==> src/rtl/encpos_pkg.sv <==
`default_nettype none
package encpos_pkg;
  // Register byte offsets on the Wishbone slave.
  localparam int unsigned ADDR_W = 8;
  localparam logic [7:0] OFF_CTRL = 8'h00;
  localparam logic [7:0] OFF_CMD = 8'h04;
  localparam logic [7:0] OFF_HOME_POS = 8'h08;
  localparam logic [7:0] OFF_SET_POS = 8'h0C;
  localparam logic [7:0] OFF_LIM_LO = 8'h10;
  localparam logic [7:0] OFF_LIM_HI = 8'h14;
  localparam logic [7:0] OFF_RANGE = 8'h18;
  localparam logic [7:0] OFF_OFFSET = 8'h1C;
  localparam logic [7:0] OFF_STATUS = 8'h20;
  localparam logic [7:0] OFF_ERROR = 8'h24;
  localparam logic [7:0] OFF_POSITION = 8'h28;
  localparam logic [7:0] OFF_VELOCITY = 8'h2C;
  // Control register fields.
  localparam int unsigned CTRL_W = 7;
  localparam int unsigned CTRL_ABS = 0;
  localparam int unsigned CTRL_BATT_EN = 1;
  localparam int unsigned CTRL_MASTER = 2;
  localparam int unsigned CTRL_ROTARY = 3;
  localparam int unsigned CTRL_QUAD = 4;
  localparam int unsigned CTRL_HMODE = 5;
  localparam logic [6:0] CTRL_RESET = 7'h00;
  // Command register bits, each a one-shot when written as one.
  localparam int unsigned CMD_HOME = 0;
  localparam int unsigned CMD_SETPOS = 1;
  localparam int unsigned CMD_HALT = 2;
  localparam int unsigned CMD_JOG = 3;
  localparam int unsigned CMD_RESTORE = 4;
  // Status register bits.
  localparam int unsigned STAT_VALID = 0;
  localparam int unsigned STAT_REF = 1;
  localparam int unsigned STAT_HOMING = 2;
  localparam int unsigned STAT_DIR_NEG = 3;
  localparam int unsigned STAT_MASTER_OK = 4;
  // Home modes.
  localparam logic [1:0] HMODE_POS = 2'h0;
  localparam logic [1:0] HMODE_NEG = 2'h1;
  // Error codes.
  localparam logic [15:0] ERR_NONE = 16'h0000;
  localparam logic [15:0] ERR_NOT_REF = 16'h0053;
  localparam logic [15:0] ERR_NOT_VALID = 16'h0054;
  localparam logic [15:0] ERR_MASTER_SRC = 16'h0055;
  localparam logic [15:0] ERR_BATT_LOW = 16'h00C1;
  localparam logic [15:0] ERR_BATT_LOST = 16'h00C2;
  // Velocity sampling window.
  localparam int unsigned CLK_PERIOD_NS = 10;
  localparam int unsigned VEL_WINDOW_NS = 1000000;
  localparam int unsigned VEL_CYCLES = VEL_WINDOW_NS / CLK_PERIOD_NS;
endpackage
`default_nettype wire

==> src/rtl/encoder_position_init.sv <==
// Our own choices: the register addresses and the Wishbone interface to the registers.
`default_nettype none
module encoder_position_init #(
  parameter int unsigned VEL_CYCLES = encpos_pkg::VEL_CYCLES
) (
  input wire logic clk_i, // System clock, 100 MHz.
  input wire logic rst_i, // Synchronous reset, active high.
  input wire logic cyc_i, // Wishbone cycle.
  input wire logic stb_i, // Wishbone strobe.
  input wire logic we_i, // Wishbone write enable.
  input wire logic [7:0] adr_i, // Wishbone byte address.
  input wire logic [3:0] sel_i, // Wishbone byte enables.
  input wire logic [31:0] dat_i, // Wishbone write data.
  output logic [31:0] dat_o, // Wishbone read data.
  output logic ack_o, // Wishbone acknowledge.
  input wire logic [31:0] enc_pos_i, // Serial encoder position, from link logic.
  input wire logic enc_ref_i, // Serial encoder referenced status.
  input wire logic enc_marker_i, // Serial encoder reference pulse.
  input wire logic enc_alarm_i, // Serial encoder internal alarm.
  input wire logic batt_low_i, // Backup power low.
  input wire logic batt_lost_i, // Backup power lost.
  input wire logic cfg_changed_i, // Scaling or positioning mode changed.
  input wire logic quad_a_i, // Quadrature channel A pin.
  input wire logic quad_b_i, // Quadrature channel B pin.
  input wire logic quad_z_i, // Quadrature marker pin.
  input wire logic home_switch_i, // Home switch pin, on at negative side.
  output logic pos_valid_o, // Position valid flag.
  output logic homing_o, // Home cycle in progress.
  output logic home_dir_neg_o, // Homing moves negative.
  output logic jog_grant_o, // Jog request accepted, one cycle.
  output logic [31:0] position_o // Reported axis position.
);
  localparam int unsigned VC_W = $clog2(VEL_CYCLES + 1);

  initial begin
    if (VEL_CYCLES < 2) begin
      $error("VEL_CYCLES must be at least 2");
    end
  end

  typedef enum logic [1:0] {S_IDLE, S_SW_NEG, S_SW_POS, S_MARK} home_state_type;

  typedef struct packed {
    logic ack;
    logic [31:0] rdata;
    logic [encpos_pkg::CTRL_W-1:0] ctrl;
    logic [31:0] home_pos;
    logic [31:0] set_pos;
    logic [31:0] lim_lo;
    logic [31:0] lim_hi;
    logic [31:0] range_v;
    logic [31:0] offset;
    logic [31:0] quad_cnt;
    logic [31:0] vel_acc;
    logic [31:0] vel;
    logic [31:0] position;
    logic [15:0] err;
    logic valid;
    logic dir_neg;
    logic grant;
    home_state_type st;
    logic [3:0] sync1;
    logic [3:0] sync2;
    logic [3:0] prev;
    logic batt_low_prev;
    logic batt_lost_prev;
    logic [VC_W-1:0] vel_cnt;
  } regs_type;

  localparam regs_type RESET_STATE = '0;

  regs_type q;
  regs_type n;

  function automatic logic [31:0] merge(input logic [31:0] old_v, input logic [31:0] new_v,
                                        input logic [3:0] be);
    logic [31:0] r;
    r = old_v;
    for (int i = 0; i < 4; i++) begin
      if (be[i]) begin
        r[8*i +: 8] = new_v[8*i +: 8];
      end
    end
    return r;
  endfunction

  logic req;
  logic wr;
  logic [4:0] cmd;
  logic quad_mode;
  logic abs_mode;
  logic master_ok;
  logic marker;
  logic count_up;
  logic count_dn;
  logic both_chg;
  logic [31:0] raw;
  logic zero_in;
  logic [31:0] dflt;
  logic [31:0] rd;

  assign req = cyc_i && stb_i && !q.ack;
  assign wr = req && we_i;
  assign cmd = (wr && adr_i == encpos_pkg::OFF_CMD && sel_i[0]) ? dat_i[4:0] : 5'h00;
  assign quad_mode = q.ctrl[encpos_pkg::CTRL_QUAD];
  assign abs_mode = q.ctrl[encpos_pkg::CTRL_ABS] && !quad_mode;
  assign master_ok = !q.ctrl[encpos_pkg::CTRL_MASTER] || quad_mode;

  // Synchronised channels: bit 0 A, bit 1 B, bit 2 Z, bit 3 home switch.
  assign both_chg = (q.sync2[0] != q.prev[0]) && (q.sync2[1] != q.prev[1]);
  always_comb begin
    count_up = 1'b0;
    count_dn = 1'b0;
    // A leads B for the positive direction, so a phase swap turns the sign.
    case ({q.prev[1:0], q.sync2[1:0]})
      4'h1, 4'h7, 4'hE, 4'h8: count_up = 1'b1;
      4'h2, 4'hB, 4'hD, 4'h4: count_dn = 1'b1;
      default: begin
        count_up = 1'b0;
        count_dn = 1'b0;
      end
    endcase
  end

  assign marker = quad_mode ? (q.sync2[2] && !q.prev[2]) : enc_marker_i;

  // Default position used when restore fails.
  always_comb begin
    if (q.ctrl[encpos_pkg::CTRL_ROTARY]) begin
      zero_in = !q.lim_lo[31] && q.lim_lo == 32'h0000_0000 ||
                $signed(q.lim_lo) <= 0 && $signed(q.lim_lo + q.range_v) > 0;
      dflt = q.lim_lo + {q.range_v[31], q.range_v[31:1]};
    end else begin
      zero_in = $signed(q.lim_lo) <= 0 && $signed(q.lim_hi) >= 0;
      dflt = q.lim_lo + 32'((q.lim_hi - q.lim_lo) >> 1);
    end
    if (zero_in) begin
      dflt = 32'h0000_0000;
    end
  end

  always_comb begin
    case (adr_i)
      encpos_pkg::OFF_CTRL: rd = 32'(q.ctrl);
      encpos_pkg::OFF_HOME_POS: rd = q.home_pos;
      encpos_pkg::OFF_SET_POS: rd = q.set_pos;
      encpos_pkg::OFF_LIM_LO: rd = q.lim_lo;
      encpos_pkg::OFF_LIM_HI: rd = q.lim_hi;
      encpos_pkg::OFF_RANGE: rd = q.range_v;
      encpos_pkg::OFF_OFFSET: rd = q.offset;
      encpos_pkg::OFF_STATUS: begin
        rd = 32'h0000_0000;
        rd[encpos_pkg::STAT_VALID] = q.valid;
        rd[encpos_pkg::STAT_REF] = enc_ref_i;
        rd[encpos_pkg::STAT_HOMING] = q.st != S_IDLE;
        rd[encpos_pkg::STAT_DIR_NEG] = q.dir_neg;
        rd[encpos_pkg::STAT_MASTER_OK] = master_ok;
      end
      encpos_pkg::OFF_ERROR: rd = {16'h0000, q.err};
      encpos_pkg::OFF_POSITION: rd = q.position;
      encpos_pkg::OFF_VELOCITY: rd = q.vel;
      default: rd = 32'h0000_0000;
    endcase
  end

  always_comb begin
    n = q;
    n.ack = req;
    n.grant = 1'b0;
    if (req) begin
      n.rdata = rd;
    end
    if (wr) begin
      case (adr_i)
        encpos_pkg::OFF_CTRL: begin
          n.ctrl = encpos_pkg::CTRL_W'(merge(32'(q.ctrl), dat_i, sel_i));
        end
        encpos_pkg::OFF_HOME_POS: n.home_pos = merge(q.home_pos, dat_i, sel_i);
        encpos_pkg::OFF_SET_POS: n.set_pos = merge(q.set_pos, dat_i, sel_i);
        encpos_pkg::OFF_LIM_LO: n.lim_lo = merge(q.lim_lo, dat_i, sel_i);
        encpos_pkg::OFF_LIM_HI: n.lim_hi = merge(q.lim_hi, dat_i, sel_i);
        encpos_pkg::OFF_RANGE: n.range_v = merge(q.range_v, dat_i, sel_i);
        // The stored offset is kept by software across power loss and reloaded here.
        encpos_pkg::OFF_OFFSET: n.offset = merge(q.offset, dat_i, sel_i);
        encpos_pkg::OFF_ERROR: n.err = encpos_pkg::ERR_NONE;
        default: n.err = q.err;
      endcase
    end

    // Pin synchronisers; only the second stage is looked at.
    n.sync1 = {home_switch_i, quad_z_i, quad_b_i, quad_a_i};
    n.sync2 = q.sync1;
    n.prev = q.sync2;

    // Counter wraps naturally at the ends of its range.
    if (count_up && !both_chg) begin
      n.quad_cnt = q.quad_cnt + 32'h0000_0001;
    end else if (count_dn && !both_chg) begin
      n.quad_cnt = q.quad_cnt - 32'h0000_0001;
    end

    // Velocity in counts per window; sign comes from the phase order.
    if (q.vel_cnt == VC_W'(VEL_CYCLES - 1)) begin
      n.vel_cnt = '0;
      n.vel = q.vel_acc;
      n.vel_acc = 32'h0000_0000;
    end else begin
      n.vel_cnt = q.vel_cnt + VC_W'(1);
    end
    if (count_up && !both_chg) begin
      n.vel_acc = n.vel_acc + 32'h0000_0001;
    end else if (count_dn && !both_chg) begin
      n.vel_acc = n.vel_acc - 32'h0000_0001;
    end

    raw = quad_mode ? n.quad_cnt : enc_pos_i;

    // Lowest priority errors first so later ones overwrite them.
    n.batt_low_prev = batt_low_i;
    n.batt_lost_prev = batt_lost_i;
    if (q.ctrl[encpos_pkg::CTRL_BATT_EN] && abs_mode) begin
      if (batt_low_i && !q.batt_low_prev) begin
        n.err = encpos_pkg::ERR_BATT_LOW;
      end
      if (batt_lost_i && !q.batt_lost_prev) begin
        n.err = encpos_pkg::ERR_BATT_LOST;
      end
    end
    if (wr && adr_i == encpos_pkg::OFF_CTRL && !master_ok) begin
      n.err = q.err;
    end
    if (q.ctrl[encpos_pkg::CTRL_MASTER] && !quad_mode && q.err == encpos_pkg::ERR_NONE) begin
      n.err = encpos_pkg::ERR_MASTER_SRC;
    end

    if (cmd[encpos_pkg::CMD_JOG]) begin
      if (quad_mode && !q.valid) begin
        n.err = encpos_pkg::ERR_NOT_VALID;
      end else if (master_ok) begin
        n.grant = 1'b1;
      end
    end

    // Home cycle.
    case (q.st)
      S_IDLE: begin
        if (cmd[encpos_pkg::CMD_HOME]) begin
          n.valid = 1'b0;
          case (q.ctrl[encpos_pkg::CTRL_HMODE +: 2])
            encpos_pkg::HMODE_POS: begin
              n.st = S_MARK;
              n.dir_neg = 1'b0;
            end
            encpos_pkg::HMODE_NEG: begin
              n.st = S_MARK;
              n.dir_neg = 1'b1;
            end
            default: begin
              // The switch is on at the negative side of home.
              n.st = q.sync2[3] ? S_SW_POS : S_SW_NEG;
              n.dir_neg = !q.sync2[3];
            end
          endcase
        end
      end
      S_SW_NEG: begin
        if (q.sync2[3]) begin
          n.st = S_SW_POS;
          n.dir_neg = 1'b0;
        end
      end
      S_SW_POS: begin
        if (!q.sync2[3]) begin
          n.st = S_MARK;
        end
      end
      S_MARK: begin
        if (marker) begin
          n.st = S_IDLE;
          n.offset = q.home_pos - raw;
          n.valid = 1'b1;
        end
      end
      default: n.st = S_IDLE;
    endcase
    if (cmd[encpos_pkg::CMD_HALT] && q.st != S_IDLE) begin
      n.st = S_IDLE;
      n.valid = 1'b0;
    end

    // Set position; ignored while homing.
    if (cmd[encpos_pkg::CMD_SETPOS] && q.st == S_IDLE && !cmd[encpos_pkg::CMD_HOME]) begin
      if (abs_mode && !enc_ref_i) begin
        n.err = encpos_pkg::ERR_NOT_REF;
      end else begin
        n.offset = q.set_pos - raw;
        n.valid = 1'b1;
      end
    end

    // Power-up restore, run by software once configuration is loaded.
    if (cmd[encpos_pkg::CMD_RESTORE] && abs_mode && q.st == S_IDLE) begin
      if (enc_ref_i && !enc_alarm_i && !cfg_changed_i) begin
        n.valid = 1'b1;
      end else begin
        n.valid = 1'b0;
        n.offset = dflt - raw;
      end
    end

    n.position = raw + n.offset;
  end

  always_ff @(posedge clk_i) begin
    if (rst_i) begin
      q <= RESET_STATE;
    end else begin
      q <= n;
    end
  end

  assign dat_o = q.rdata;
  assign ack_o = q.ack;
  assign pos_valid_o = q.valid;
  assign homing_o = q.st != S_IDLE;
  assign home_dir_neg_o = q.dir_neg;
  assign jog_grant_o = q.grant;
  assign position_o = q.position;
endmodule
`default_nettype wire

==> config.mk <==
export PLATFORM = sky130hd
export DESIGN_NAME = encoder_position_init
export DESIGN_NICKNAME = d
export VERILOG_FILES = /design/src/rtl/encpos_pkg.sv /design/src/rtl/encoder_position_init.sv
export SDC_FILE = /design/constraint.sdc
export NUM_CORES = 2
export LEC_CHECK = 0
export BUFFER_PORTS_ARGS = -buffer_cell sky130_fd_sc_hd__buf_2
export CAP_MARGIN = 20
export CORE_ASPECT_RATIO = 1.2
export CORE_MARGIN = 10
export CORE_UTILIZATION = 30
export DETAILED_ROUTE_END_ITERATION = 16
export GPL_TIMING_DRIVEN = 0
export SLEW_MARGIN = 20
export SYNTH_ARGS = -nofsm -noshare
export SYNTH_HDL_FRONTEND = slang
export SYNTH_SLANG_ARGS = --single-unit
==> constraint.sdc <==
create_clock -name clk_i -period 8.7 [get_ports clk_i]
set_clock_uncertainty 0.15 [all_clocks]
set_input_delay 2.61 -clock clk_i [delete_from_list [all_inputs] [get_ports clk_i]]
set_output_delay 2.61 -clock clk_i [all_outputs]
set_load 0.02 [all_outputs]
==> impl_metrics.toml <==
[status]
status = "finished clean"

[floorplanning]
dieArea_sq_um = 117000
core_area_sq_um = 103000
core.rowCount = 129
die_h_um = 372
initial_utilization_pct = 30.2
pin_count = 160
die_w_um = 314

[sta]
tightestPinTransition_ns = 1.21
max-slew-margin-rel_pct = 19.3
tns_ns = 0
hold_viol = 0
fin_crit_sh_pct = 97.7
timing_max_transition_violations_final = 0
period_needed_ns = 8.50
setup_viol = 0
rsz0062_at_grt = "yes"
max_clock_freq_mhz = 118

[global_route]
gr-total-overflow = 0
grtUsageTotal_pct = 23.8
grt_pass1_wl_um = 208000
grt_pass1_vias = 31700
antenna_found_initial = 15
grt_start_max_net_pins = 14

[yosys]
ys_types = 84
synth.largest_area_cell = "dfxtp_1"
yosys_warnings = 0
yosysMostFrequentCell = "nand2_1"
synth_common_cells = "nand2_1 (518), a21oi_1 (474), dfxtp_1 (411), nor2_1 (360), nand3_1 (236)"
syn_area_sq_um = 31000
seq_area_frac_synth_pct = 26.5
postSynthCellCount = 4181
async_flop_share_pct = 0
ys_ff_latch = 411
synth.area.top_cells = "dfxtp_1 (27%), ha_1 (9.2%), a21oi_1 (7.6%)"
synth_nets = 4507
yosysTopAreaCellShare_pct = 26.5
synth_edf_count = 0
ys.flop_type = "dfxtp_1"
avgSynthCellArea_sq_um = 7.42

[cells_and_area]
utilization_pct = 35.4
layout.area.seq_sq_um = 8250
design_area_sq_um = 36400
area_delta_synth_final_pct = 17.3
drive_gt1_share_pct = 12.1
fill_cells = 10900
multiInputGateArea_sq_um = 21800
nets = 4733

[clocking]
htree_levels = 2
cts_buffers = 48
cts_tree = "yes"
cts_buffer_depth = 3
clk_pin_slew_ns = 0.06
insertion_delay_ns = 0.63
postCtsHoldBufs = 0
clock-root-buffer = "clkbuf_16"
numClockSinks = 411

[setup_path]
cp_common_cell = "a21oi_2"
cp-startpoint = "q[276]"
start_kind = "flop"
r2r-end = "position_o[31]"
path_buf_inv = 5
cpPeakStageDelay_ns = 0.41
rr_worst_depth = 39
cp_top_family = "compound AO/OA/AOI/OAI gates"
slowest_stage = "fa_2"
crit_end = "position_o[31]"
r2r_setup_slack_ns = 0.20
cp_max_fo = 10
worst-setup-path-type = "flop to flop"
r2r_start = "q[276]"
cp-end-kind = "flop"
path_depth = 39
arrival_ns = 8.88
required_ns = 9.08

[route]
first_pass_iters = 10
viasPerCell = 5.71
num_vias = 33300
ant_nets = 0
drt_iter0_drc = 3640
drc = 0
routed_wl_um = 146000
post_drt_wl_per_cell_um = 25.1

[placed_design]
gp_congestion = 0.997
io_buffers = 153
place.detailed.hpwl_um = 119000
placed_area_sq_um = 33600

[worst_hold_path]
min-delay-path-class = "flop to flop"
min_path_cells = 1

[power]
vdd_drop_max_uv = 161
seqPwrFrac_pct = 39.2
combPwrFrac_pct = 17.0
power.density_nw_per_um2 = 143
netSwitchingPower_mw = 1.56
clock_power_share_pct = 43.8
internal-power_mw = 3.64
switching_share_pct = 30.1
power.leakage_nw = 14.6

[run]
max_cap_violations = 0
## worst min path at each step
stage | from | to
floorplan | n[23] | n[19]
global placement | n[25] | n[21]
detailed placement | n[25] | n[21]
CTS | n[23] | n[19]
global route | n[25] | n[21]
finish | n[25] | n[21]
## worst register-to-register path, delay by kind of cell, from the launching register on
kind	cells	cell delay, ns
AOI/OAI and AO/OA	19	3.65
DFF	1	0.39
adders and majority gates	4	1.27
xor gates and xnor gates	2	0.27
buffers and inverters	5	0.84
and+or+nand+nor	9	1.81
## state kept, by name (all words and copies together), names as in the netlist
signal          flops
home_dir_neg_o      1
n                   8
q                 335
ack_o               1
jog_grant_o         1
position_o         32
dat_o              32
pos_valid_o         1
## metal layers
metal	vias up	GRT usage, %	wire [um]
met5	-	0	27
met4	4	17.2	11400
met3	397	3.33	10900
met2	1555	39.9	67800
met1	15800	27.8	56000
li1	15600	-	-
## final cells by class
class | instances | share of cell area [%]
Clock buffer | 69 | 3.96
Sequential cell | 411 | 22.7
Timing Repair Buffer | 182 | 2.77
Multi-Input combinational cell | 3354 | 60.0
Inverter | 138 | 1.42
Tap cell | 1375 | 4.73
Clock inverter | 20 | 0.829
Antenna cell | 6 | 0.0413
Buffer | 272 | 3.57
## power groups by stage
stage	sequential, mW	combinational (mW)	clock, mW
CTS	2.03	0.858	2.28
finish	2.04	0.885	2.28
floorplan	2.03	0.597	0
global route	2.04	0.968	2.35
detailed placement	2.07	0.847	0
global placement	2.07	0.839	0
## cell families (layout without fill, tap and decap cells)
kind of cell | after synthesis | count (layout) | share of synthesized area, %
adders and majority gates | 235 | 235 | 9.65
muxes | 44 | 44 | 1.45
AOI/OAI and AO/OA | 1242 | 1242 | 25.7
and+or+nand+nor | 1595 | 1595 | 24.2
other | 0 | 6 | 0
DFF | 411 | 411 | 26.5
buffers and inverters | 416 | 681 | 5.82
xor gates and xnor gates | 238 | 238 | 6.72
## repair_timing
action                                  4_1_cts  5_1_grt
pin swaps                                    16       39
endpoints found under the setup margin       24       11
setup buffers                                 9       16
gates resized for setup                      95      133
## placed cells by master, fill, tap and decap left out, types with 34 or more instances in the layout
master / netlist / routed
and3_1: 49 / 49
a22oi_1: 88 / 88
ha_1: 228 / 216
nor3_1: 80 / 69
nand2_1: 518 / 515
nand4_1: 53 / 53
inv_1: 138 / 138
dfxtp_1: 411 / 398
a222oi_1: 52 / 52
xor2_1: 98 / 97
a21oi_1: 474 / 453
nor2_1: 360 / 341
nand2b_1: 45 / 45
buf_2: 0 / 154
a211oi_1: 73 / 66
buf_4: 64 / 89
clkbuf_16: 0 / 50
a21o_1: 117 / 117
o21ai_0: 187 / 169
nor2b_1: 93 / 89
clkbuf_1: 197 / 180
mux2i_1: 37 / 34
nand3_1: 236 / 235
xnor2_1: 140 / 138
## stage by stage
step | hold slack (ns) | std cells | setup slack [ns] | total power [mW]
floorplan | 0.264 | 4181 | 0.749 | 2.63
global placement | 0.265 | 5709 | -2.61 | 2.91
detailed placement | 0.279 | 5712 | -2.40 | 2.92
CTS | 0.296 | 5808 | -0.0331 | 5.17
global route | 0.306 | 5826 | -0.0280 | 5.36
finish | 0.289 | 5827 | 0.200 | 5.20
Power figures use the tool's default switching activity.
